`src/cpmc_pkg.sv`:
```
// package for the converter protection and mode controller
`default_nettype none
package cpmc_pkg;
    // -------------------------------------------------------------------------
    // register map (byte addresses)
    // -------------------------------------------------------------------------
    localparam logic [31:0] CTRL_ADDR   = 32'h0000_0000;
    localparam logic [31:0] STATUS_ADDR = 32'h0000_0004;
    localparam logic [31:0] FAULT_ADDR  = 32'h0000_0008;
    // control fields
    localparam int CTRL_ENABLE_BIT = 0;
    localparam int CTRL_CLEAR_BIT  = 1;
    localparam logic [31:0] CTRL_RESET = 32'h0000_0001;
    // status fields: mode in [2:0], power ok in [3], switching in [4]
    localparam int STAT_OK_BIT     = 3;
    localparam int STAT_SW_BIT     = 4;
    // fault cause bits
    localparam int F_UV   = 0;
    localparam int F_OV   = 1;
    localparam int F_FS   = 2;
    localparam int F_HOT  = 3;
    localparam int F_TOUT = 4;
    // -------------------------------------------------------------------------
    // timing
    // -------------------------------------------------------------------------
    localparam int CLK_HZ        = 10_000_000;
    localparam int DEGLITCH_US   = 3000;
    localparam int DEGLITCH_CYC  = DEGLITCH_US * (CLK_HZ / 1_000_000);
    localparam int STEP_US       = 128;
    localparam int STEP_CYC      = STEP_US * (CLK_HZ / 1_000_000);
    localparam int RAMP_STEPS    = 7;
    localparam int TOUT_US       = 2000;
    localparam int TOUT_CYC      = TOUT_US * (CLK_HZ / 1_000_000);
    localparam int CNT_W         = 16;
    // -------------------------------------------------------------------------
    // modes and carriers
    // -------------------------------------------------------------------------
    typedef enum logic [2:0]
    {
        MODE_DISABLE = 3'b000,
        MODE_SOFT    = 3'b001,
        MODE_NORMAL  = 3'b010,
        MODE_AUTO    = 3'b011,
        MODE_LATCHED = 3'b100
    } cpmc_mode_t;
    typedef struct packed
    {
        logic posLow;
        logic negLow;
        logic posRecovered;
        logic negRecovered;
        logic posHigh;
        logic negHigh;
        logic failsafeHigh;
        logic primaryHot;
        logic secondaryHot;
        logic hotRecovered;
        logic biasReached;
    } cpmc_sense_t;
    typedef struct packed
    {
        logic inputLow;
        logic inputHigh;
        logic inputAnalogLow;
    } cpmc_input_t;
endpackage
`default_nettype wire

```
`src/cpmc_top.sv`:
```
// mode state machine, fault latches, startup timing and bus slave
`default_nettype none
module cpmc_top
(
    input  wire logic                 clk,
    input  wire logic                 arst_n,
    input  wire logic                 clkEn,
    input  wire logic                 turnOnInput,
    input  wire cpmc_pkg::cpmc_sense_t senseIn,
    input  wire cpmc_pkg::cpmc_input_t inputIn,
    input  wire logic                 hsel,
    input  wire logic [31:0]          haddr,
    input  wire logic [1:0]           htrans,
    input  wire logic                 hwrite,
    input  wire logic [2:0]           hsize,
    input  wire logic [31:0]          hwdata,
    input  wire logic                 hready,
    output logic [31:0]               hrdata,
    output logic                      hreadyout,
    output logic                      hresp,
    output logic                      switchEn,
    output logic [2:0]                rampStep,
    output logic                      powerOkOut,
    output logic                      powerOkOe
);
    import cpmc_pkg::*;

    // -------------------------------------------------------------------------
    // input registers
    // -------------------------------------------------------------------------
    cpmc_sense_t sense_q;
    cpmc_input_t in_q;
    logic        turnOn_q;
    logic        turnOnPrev_q;

    // comparators and turn-on treated as synchronous, one register stage
    // no second stage: these levels are taken as already synchronous to clk
    always_ff @(posedge clk or negedge arst_n)
    begin
        if (!arst_n)
        begin
            sense_q      <= '0;
            in_q         <= 3'b111;
            turnOn_q     <= 1'b0;
            turnOnPrev_q <= 1'b0;
        end
        else if (clkEn)
        begin
            sense_q      <= senseIn;
            in_q         <= inputIn;
            turnOn_q     <= turnOnInput;
            turnOnPrev_q <= turnOn_q;
        end
    end

    // -------------------------------------------------------------------------
    // bus registers
    // -------------------------------------------------------------------------
    logic [31:0] ctrl_q, ctrl_d;
    logic        wrPend_q, wrPend_d;
    logic [31:0] wrAddr_q, wrAddr_d;
    logic [31:0] rdata_q, rdata_d;
    logic        swClear;
    logic        enEff;
    logic [4:0]  fault_q, fault_d;
    cpmc_mode_t  mode_q, mode_d;
    logic        powerOk_q, powerOk_d;
    logic        sw_q, sw_d;

    // a software enable gates the pin; a pin rising edge or a clear-bit write counts as a toggle
    assign enEff   = turnOn_q & ctrl_q[CTRL_ENABLE_BIT];
    assign swClear = wrPend_q && (wrAddr_q == CTRL_ADDR) && hwdata[CTRL_CLEAR_BIT];

    // address phase captured, write applied in data phase; always zero wait
    always_comb
    begin
        ctrl_d   = ctrl_q;
        wrPend_d = 1'b0;
        wrAddr_d = wrAddr_q;
        rdata_d  = rdata_q;
        if (wrPend_q && wrAddr_q == CTRL_ADDR)
        begin
            ctrl_d = {30'h0, hwdata[CTRL_CLEAR_BIT:0]} & 32'h0000_0001;
        end
        if (hsel && hready && htrans[1])
        begin
            wrPend_d = hwrite;
            wrAddr_d = haddr;
            if (!hwrite)
            begin
                if (haddr == CTRL_ADDR)
                    rdata_d = ctrl_q;
                else if (haddr == STATUS_ADDR)
                    rdata_d = {27'h0, sw_q, powerOk_q, mode_q};
                else if (haddr == FAULT_ADDR)
                    rdata_d = {27'h0, fault_q};
                else
                    rdata_d = 32'h0000_0000;
            end
        end
    end

    always_ff @(posedge clk or negedge arst_n)
    begin
        if (!arst_n)
        begin
            ctrl_q   <= CTRL_RESET;
            wrPend_q <= 1'b0;
            wrAddr_q <= 32'h0000_0000;
            rdata_q  <= 32'h0000_0000;
        end
        else if (clkEn)
        begin
            ctrl_q   <= ctrl_d;
            wrPend_q <= wrPend_d;
            wrAddr_q <= wrAddr_d;
            rdata_q  <= rdata_d;
        end
    end

    // zero-wait slave: ready and response are fixed, so there is no stall path
    assign hrdata    = rdata_q;
    assign hreadyout = 1'b1;
    assign hresp     = 1'b0;

    // -------------------------------------------------------------------------
    // mode machine
    // -------------------------------------------------------------------------
    logic [CNT_W-1:0] cnt_q, cnt_d;
    logic [2:0]       step_q, step_d;
    logic             toggled;
    logic             inValid;
    logic             uvTrip, ovTrip, fsTrip, hotTrip;
    logic             ramped;

    // turn-on low then high; host holds low long enough
    assign toggled = enEff & ~turnOnPrev_q | swClear;
    assign inValid = ~in_q.inputLow & ~in_q.inputHigh;
    assign uvTrip  = sense_q.posLow | sense_q.negLow;
    assign ovTrip  = sense_q.posHigh | sense_q.negHigh;
    assign fsTrip  = sense_q.failsafeHigh;
    assign hotTrip = sense_q.primaryHot | sense_q.secondaryHot;
    assign ramped  = step_q == 3'(RAMP_STEPS);

    // fault latches, mode and counters computed together
    // analog-low clear is applied last on purpose: a dead input outranks a fresh trip
    always_comb
    begin
        fault_d   = fault_q;
        mode_d    = mode_q;
        cnt_d     = cnt_q;
        step_d    = step_q;
        // failsafe latches in any running mode, feedback overvoltage in normal here and in soft at the deglitch check
        if (mode_q == MODE_SOFT || mode_q == MODE_NORMAL)
        begin
            if (fsTrip)
                fault_d[F_FS] = 1'b1;
            if (ovTrip && mode_q == MODE_NORMAL)
                fault_d[F_OV] = 1'b1;
            if (hotTrip)
                fault_d[F_HOT] = 1'b1;
        end
        case (mode_q)
            MODE_DISABLE:
            begin
                // outputs off, waiting on turn-on
                cnt_d  = '0;
                step_d = '0;
                if (enEff)
                    mode_d = MODE_SOFT;
            end
            MODE_SOFT:
            begin
                // undervoltage ignored here step reference every 128 us
                cnt_d = cnt_q + 1'b1;
                if (!ramped && cnt_q == CNT_W'(STEP_CYC - 1))
                begin
                    step_d = step_q + 1'b1;
                    cnt_d  = '0;
                end
                if (!sense_q.biasReached && !ramped && step_q == 3'(RAMP_STEPS - 1)
                    && cnt_q == CNT_W'(STEP_CYC - 1))
                    fault_d[F_TOUT] = 1'b1;
                // after ramp, deglitch window before power ok
                if (ramped && cnt_q == CNT_W'(DEGLITCH_CYC - 1))
                begin
                    if (!(sense_q.posRecovered && sense_q.negRecovered))
                        fault_d[F_UV] = 1'b1;
                    else if (ovTrip)
                        fault_d[F_OV] = 1'b1;
                    else
                        mode_d = MODE_NORMAL;
                end
                if (!enEff)
                    mode_d = MODE_DISABLE;
            end
            MODE_NORMAL:
            begin
                // overload droop and undervoltage both land here
                if (uvTrip)
                    fault_d[F_UV] = 1'b1;
                if (!enEff)
                    mode_d = MODE_DISABLE;
            end
            MODE_LATCHED:
            begin
                // stays off after cause is gone hot needs cooling
                if (toggled && (!fault_q[F_HOT] || sense_q.hotRecovered))
                begin
                    fault_d = '0;
                    mode_d  = MODE_SOFT;
                    cnt_d   = '0;
                    step_d  = '0;
                end
            end
            default:
            begin
                // auto-recovery leaves via input window only
                cnt_d  = '0;
                step_d = '0;
                mode_d = (fault_q != '0) ? MODE_LATCHED :
                         (enEff ? MODE_SOFT : MODE_DISABLE);
            end
        endcase
        if (mode_q != MODE_LATCHED && mode_q != MODE_AUTO && fault_d != '0)
            mode_d = MODE_LATCHED;
        // analog low resets all protections; overvoltage keeps them
        if (in_q.inputAnalogLow)
            fault_d = '0;
        if (!inValid)
            mode_d = MODE_AUTO;
        else if (mode_q == MODE_AUTO)
            mode_d = (fault_d != '0) ? MODE_LATCHED :
                     (enEff ? MODE_SOFT : MODE_DISABLE);
    end

    // outputs follow next mode so they come straight from flops
    always_comb
    begin
        sw_d      = (mode_d == MODE_SOFT) || (mode_d == MODE_NORMAL);
        powerOk_d = (mode_d == MODE_NORMAL);
    end

    // single binary mode register makes exactly one mode active
    always_ff @(posedge clk or negedge arst_n)
    begin
        if (!arst_n)
        begin
            fault_q   <= '0;
            mode_q    <= MODE_AUTO;
            cnt_q     <= '0;
            step_q    <= '0;
            powerOk_q <= 1'b0;
            sw_q      <= 1'b0;
        end
        else if (clkEn)
        begin
            fault_q   <= fault_d;
            mode_q    <= mode_d;
            cnt_q     <= cnt_d;
            step_q    <= step_d;
            powerOk_q <= powerOk_d;
            sw_q      <= sw_d;
        end
    end

    // -------------------------------------------------------------------------
    // pins
    // -------------------------------------------------------------------------
    // open drain: pulls low only when power is ok pin pull-down is analog
    // limitation: the low hold on turn-on is not timed here; any rising edge with the soft enable set clears unless a hot fault still awaits recovery
    assign switchEn   = sw_q;
    assign rampStep   = step_q;
    assign powerOkOut = 1'b0;
    assign powerOkOe  = powerOk_q;
endmodule
`default_nettype wire

```
`config.mk`:
```
export PLATFORM = sky130hd
export DESIGN_NAME = cpmc_top
export DESIGN_NICKNAME = d
export VERILOG_FILES = /design/src/cpmc_pkg.sv /design/src/cpmc_top.sv
export SDC_FILE = /design/constraint.sdc
export NUM_CORES = 1
export LEC_CHECK = 0
export ABC_AREA = 1
export BUFFER_PORTS_ARGS = -buffer_cell sky130_fd_sc_hd__buf_2
export CORE_MARGIN = 2
export CORE_UTILIZATION = 35
export CTS_CLUSTER_SIZE = 8
export DETAILED_ROUTE_END_ITERATION = 8
export GPL_ROUTABILITY_DRIVEN = 0
export SYNTH_ARGS = -nofsm -noshare
export SYNTH_HDL_FRONTEND = slang
export SYNTH_SLANG_ARGS = --single-unit
```
`constraint.sdc`:
```
create_clock -name clk -period 1.7 [get_ports clk]
set_input_delay 0.085 -clock clk [delete_from_list [all_inputs] [get_ports clk]]
set_output_delay 0.085 -clock clk [all_outputs]
set_load 0.03 [all_outputs]
```
==> results.md, run 1 <==
* # fillers at 1102
* Total placed cells including tap cells at 851
* Mux contribution to synthesized area at 0.002559
* Fmax at 0.4526 GHz
* FP Rows at 40
* Tcrit/Tclk final at 1.300
* Worst path cell trace: nor2_1 -> nand2_1 -> nor2_1 -> nand2_1 -> nor2_2 -> buf_4 -> buf_4 -> buf_4 -> buf_4 -> buf_4 -> buf_4 -> buf_4 -> buf_4 -> buf_4 -> nand3_1 -> mux2_2
* First-pass GRT wire length at 19050 um
* Max IR drop VDD at 433.5 uV
* Die Width at 116.1 um
* Comb power frac at 0.255
* Area grow syn2layout at 48.65%
* Failing checks: setup timing
* Post-synthesis adder-cell area fraction at 0.01137
* Post-synthesis simple-gate area fraction at 0.2923
* CP max stage cell: dfrtp_1
* DRT Pass-1 Iters at 4
* Post-synth top area cell: dfrtp_1
* Net Sw Frac at 0.2987
* P_int at 4090 uW
* Final WS setup at -0.5097 ns
* CTS Buf Count at 9
* Slew Viols, Final at 0
* Hold Path Class: input port to flop
* Remaining global-route overflow at 0
* Post-Synth XOR/XNOR Area at 0.003981
* Leak Pwr at 0.003301 uW
* Pwr Total at 5832 uW
* Arr. time, crit path at 2.47 ns
* CP Class: flop to flop
* Root buf cell: clkbuf_16
* Seq cells post-synth at 84
* Fin Setup TNS at -9.208 ns
* Die Span Y at 116.1 um
* Pwr Density at 891.5 nW/um^2
* RSZ-0062 raised after global routing: true
* Sink Count at 84
* Gr usage total at 0.1796
* Detailed Route WL at 11950 um
* Clock buffer depth at 2
* Largest net degree at the start of global routing at 46
* Yosys warnings at 0
* Slowest Stage Delay on Critical Path at 0.37 ns
* DIE AREA at 13490 um^2
* Htree depth at 3
* Nets at 859
* Hold_ws at 0.01984 ns
* Max_cap viols at 0
* CP most frequent cell: buf_4
* Library cells used by synthesis at 43
* Mapped Area at 4400 um^2
* Sequential Power Share at 0.410
* Post-DP HPWL at 7938 um
* Syn Area/Cell at 7.844 um^2
* Worst Setup End Kind: flop
* Layout cells sized above 1 at 0.3208
* Req. time, crit path at 1.96 ns
* DRC viols at 0
* Ant diodes at 0
* Seq/Total Area, Yosys at 0.4794
* Clk pin slew, worst setup/hold paths at 0.06 ns
* Yosys top cell area share at 0.4436
* Port buffer count at 65
* Routed Antenna Nets at 0
* CTS tree: yes
* Most frequent cells in the layout: nand2_1, buf_4, dfrtp_1, buf_2, inv_1
* Iter 0 DRT Violations at 188
* Critical path fanouts, max at 2
* I/O pin count at 130
* Via density at 4.646
* DR WL/cell at 12.74 um
* Core area at 12160 um^2
* Nature of the critical path startpoint: flop
* Initial antenna violation count at 0
* Net Sw Power at 1742 uW
* Final Skew at 0.008202 ns
* Fin crit period at 2.210 ns
* Vias in the first global route at 4170
* Cells after synthesis at 561
* Compound-cell area share of the yosys netlist at 0.09241
* Initial Util at 0.3618
* Final std cells w/o fill at 938
* Status: complete, but fails checks
* Clock network fraction of design power at 0.335
* Most common cell after layout, fill and taps aside: nand2_1
* Setup violations, final at 25
* Hold Vio Cnt, Final at 0
* DR vias at 4358
* Synth top area cells: dfrtp_1, nand2_1, buf_4, o21ai_0, inv_1
* Skew-Pair Late Insertion Delay at 0.34 ns
* Largest family of logic cells by synthesized area: simple AND/OR/NAND/NOR gates
-- per-stage QoR --
step / setup slack (ns) / util / cell area (um^2)
after floorplan: -0.2629 / - / 4556
after global placement: -0.3615 / 0.4404 / 5356
after detailed placement: -0.4390 / 0.4404 / 5356
after CTS: -0.4198 / 0.5170 / 6287
after global routing: -0.6067 / 0.5379 / 6541
final: -0.5097 / 0.5379 / 6541
-- sequential cells by signal, indices dropped and copies added (netlist names) --
signal / flops
cnt_q: 16
ctrl_q: 1
fault_q: 5
fsTrip: 1
hrdata: 5
in_q: 3
mode_q: 3
powerOkOe: 1
rampStep: 3
sense_q: 10
switchEn: 1
turnOnPrev_q: 1
turnOn_q: 1
wrAddr_q: 32
wrPend_q: 1
-- layout make-up --
class	instances	area, um^2	share of cell area
clock inverters	4	50.05	0.007651
multi-input cells	403	2132	0.3259
inverters	59	226.5	0.03462
clock buffers	12	246.5	0.03768
repair buffers	208	1564	0.2391
well taps	168	210.2	0.03213
flip-flops and latches	84	2112	0.3229
-- power groups by stage --
stage / Combinational (uW) / Clock [uW] / Sequential [uW]
2_1_floorplan: 750 / 0 / 2420
3_3_place_gp: 1220 / 0 / 2400
3_5_place_dp: 1240 / 0 / 2410
4_1_cts: 1380 / 2000 / 2380
5_1_grt: 1640 / 2090 / 2420
6_report: 1490 / 1950 / 2390
-- cells by family after synthesis --
logic type | count (synthesis)
simple gates | 292
buf+inv | 102
flops | 84
compound gates | 74
fa+ha+maj | 4
other cells | 2
xor+xnor | 2
mux | 1
-- metal layers --
layer / up-vias / global-route usage / part of all wire
met4: 0 / 0.07937 / 0.016
met5: - / 0 / 0
met1: 2072 / 0.2335 / 0.44
met2: 115 / 0.3025 / 0.50
li1: 2155 / - / -
met3: 16 / 0.02231 / 0.040
-- cells in the mapped netlist (all sizes together) --
master	number
nor3b	1
ha	4
a21oi	12
nor3	6
a31oi	2
conb	2
nor2	46
clkinv	2
o22ai	1
nor4	10
inv	57
nand4	18
a211oi	4
nand2	187
a21boi	1
nand3b	1
o221ai	1
o21a	2
or2	2
o21ai	49
buf	35
dfstp	6
o41ai	1
o31ai	1
xor2	2
nand3	21
mux2	1
clkbuf	8
dfrtp	78
-- repair_timing --
item / CTS / global route
endpoints found under the hold margin: 71 / 0
hold buffers: 46 / 0
pin swaps: 11 / 19
setup endpoints to repair: 26 / 33
buffers inserted: 13 / 13
resized for setup: 20 / 47
-- worst max-delay path, delay by kind of cell (launching register included) --
kind          cells  cell delay [ns]
buf+inv           9             1.08
mux               1             0.34
simple gates      6             0.35
flops             1             0.37
-- worst paths after layout --
path / from / endpoint / slack, ns / depth (start not counted)
worst max-delay path: wrAddr_q[19] / ctrl_q[0] / -0.51 / 16
worst min-delay path: senseIn[1] / sense_q[1] / 0.02 / 3
worst max register to register: wrAddr_q[19] / ctrl_q[0] / -0.51 / 16
worst min register to register: in_q[1] / in_q[1] / 0.46 / 2
max in group asynchronous: arst_n / in_q[1] / 0.82 / 3
min in group asynchronous: arst_n / wrAddr_q[17] / 0.23 / 2
(Power assumes the default switching activity.)
==> run 2, diff against run 1 <==
- CORE_MARGIN: 2 -> unset
==> results.md, run 2 (synthesis results as in run 1) <==
* Max_cap viols at 0 (unchanged)
* DRC viols at 0 (unchanged)
* Most frequent cells in the layout: nand2_1, buf_4, dfrtp_1, buf_2, inv_1
* Status: complete, but fails checks
* Area grow syn2layout at 47.60%
* Clk pin slew, worst setup/hold paths at 0.06 ns (about the same)
* Pwr Total at 6033 uW (+3.4%)
* Layout cells sized above 1 at 0.3031 (-0.01763)
* CP Class: flop to flop
* Clock buffer depth at 2 (unchanged)
* Final std cells w/o fill at 930 (-0.85%)
* Iter 0 DRT Violations at 159 (-15%)
* CTS tree: yes
* Nets at 851 (-0.93%)
* Initial antenna violation count at 0 (unchanged)
* Nature of the critical path startpoint: flop
* DRT Pass-1 Iters at 5 (+1)
* Die Span Y at 114.1 um (-1.7%)
* RSZ-0062 raised after global routing: true
* Core area at 12110 um^2 (-0.41%)
* Tcrit/Tclk final at 1.292 (-0.007366)
* Relative slew slack at 0.6634
* Pwr Density at 928.8 nW/um^2 (+4.2%)
* Worst path cell trace: nor2_2 -> nand2_1 -> nor2_1 -> nand2_1 -> nor2_2 -> buf_4 -> buf_4 -> buf_4 -> buf_4 -> buf_4 -> buf_4 -> buf_4 -> buf_4 -> buf_4 -> nand3_1 -> mux2_2
* Leak Pwr at 0.003271 uW (-0.90%)
* CTS Buf Count at 9 (unchanged)
* Critical path fanouts, max at 2 (unchanged)
* Max reg flops at 32 (unchanged)
* CP max stage cell: dfrtp_1
* Detailed Route WL at 11630 um (-2.7%)
* DR WL/cell at 12.50 um (-1.9%)
* Sequential Power Share at 0.396 (-0.014)
* Skew-Pair Late Insertion Delay at 0.34 ns (about the same)
* Total placed cells including tap cells at 847 (-0.47%)
* Sink Count at 84 (unchanged)
* Net Sw Power at 1717 uW (-1.4%)
* DIE AREA at 13030 um^2 (-3.4%)
* Port buffer count at 65 (unchanged)
* Req. time, crit path at 1.97 ns (about the same)
* Largest regs: wrAddr_q (32), cnt_q (16), sense_q (10)
* P_int at 4315 uW (+5.5%)
* Slowest Stage Delay on Critical Path at 0.39 ns (+0.02 ns)
* Failing checks: setup timing
* Worst Setup End Kind: flop
* DR vias at 4348 (-0.23%)
* Final Skew at 0.007518 ns (-0.0006837 ns)
* Place WS at -0.4532 ns (-0.01422 ns)
* Setup violations, final at 27 (+8.0%)
* Fmax at 0.4551 GHz (+0.57%)
* Initial Util at 0.3633 (+0.001495)
* Ant diodes at 0 (unchanged)
* Worst slew pin tran at 0.5003 ns
* Hold Vio Cnt, Final at 0 (unchanged)
* Via density at 4.675 (+0.63%)
* I/O pin count at 130 (unchanged)
* Fin crit period at 2.197 ns (-0.01252 ns)
* Arr. time, crit path at 2.46 ns (about the same)
* Net Sw Frac at 0.2847 (-0.01402)
* Vias in the first global route at 4135 (-0.84%)
* Hold Path Class: input port to flop
* Comb power frac at 0.243 (-0.012)
* Root buf cell: clkbuf_16
* Slew Viols, Final at 0 (unchanged)
* Max IR drop VDD at 377.7 uV (-13%)
* Clock network fraction of design power at 0.361 (+0.026)
* Gr usage total at 0.1837 (+0.004157)
* Hold_ws at 0.07295 ns (+0.05311 ns)
* Die Width at 114.1 um (-1.7%)
* Routed Antenna Nets at 0 (unchanged)
* First-pass GRT wire length at 18830 um (-1.2%)
* Largest Register: wrAddr_q
* Htree depth at 3 (unchanged)
* Largest net degree at the start of global routing at 44 (-4.3%)
* Remaining global-route overflow at 0 (unchanged)
* Final WS setup at -0.4972 ns (+0.01252 ns)
* Post-DP HPWL at 7928 um (-0.12%)
* FP Rows at 40 (unchanged)
* CP most frequent cell: buf_4
* Most common cell after layout, fill and taps aside: nand2_1
run 2: changes by cell type in the layout (fill, tap and decap cells not counted), moves of 3 or more:
cell	change
nand2_2	-3
nand3_1	+4
nor2_4	-3
nand3_2	-4
buf_4	-11
nor2_2	+3
run 2: power groups by stage:
stage	registers [uW]	logic, uW	clock network, uW
floorplan	2420	750	0
global placement	2400	1210	0
detailed placement	2410	1240	0
CTS	2380	1360	2230
global route	2410	1630	2320
finish	2390	1470	2180
run 2: worst paths after layout:
path,from,end,slack [ns],cells after the start
min in group asynchronous,arst_n,wrAddr_q[14],0.23,2
max in group asynchronous,arst_n,mode_q[0],0.78,3
hold reg to reg,in_q[2],in_q[2],0.47,2
setup / recovery,wrAddr_q[31],ctrl_q[0],-0.50,16
setup reg to reg,wrAddr_q[31],ctrl_q[0],-0.50,16
hold / removal,haddr[3],wrAddr_q[3],0.07,3
run 2: area by class of cell:
cell class	instances	area (um^2)
Clock buffer	13	270.3
Timing Repair Buffer	200	1530
Sequential cell	84	2112
Tap cell	168	210.2
Fill cell	1116	5617
Multi-Input combinational cell	403	2078
Inverter	59	226.5
Clock inverter	3	67.56
run 2: routing by layer:
| metal | track usage | up-vias | part of all wire |
|---|---|---|---|
| li1 | - | 2136 | - |
| met1 | 0.2329 | 2092 | 0.44 |
| met2 | 0.3147 | 102 | 0.50 |
| met3 | 0.02806 | 18 | 0.037 |
| met4 | 0.07359 | 0 | 0.021 |
| met5 | 0 | - | 0 |
run 2: stage by stage:
step	utilization	instance area (um^2)	setup TNS (ns)
after floorplan	-	4556	-2.916
after global routing	0.5363	6495	-14.08
after detailed placement	0.4408	5339	-9.143
final	0.5363	6495	-9.818
after CTS	0.5192	6289	-9.705
after global placement	0.4408	5339	-7.853
run 2: timing repair:
item,CTS,global route
buffers inserted,11,8
pin swaps,15,23
resized for setup,13,39
endpoints found under the hold margin,75,0
hold buffers,48,0
setup endpoints to repair,26,35
run 2: critical path, delay by kind of cell, from the launching register on:
family / cells / cell delay [ns]
buf+inv: 9 / 1.07
flops: 1 / 0.39
simple gates: 6 / 0.35
mux: 1 / 0.34
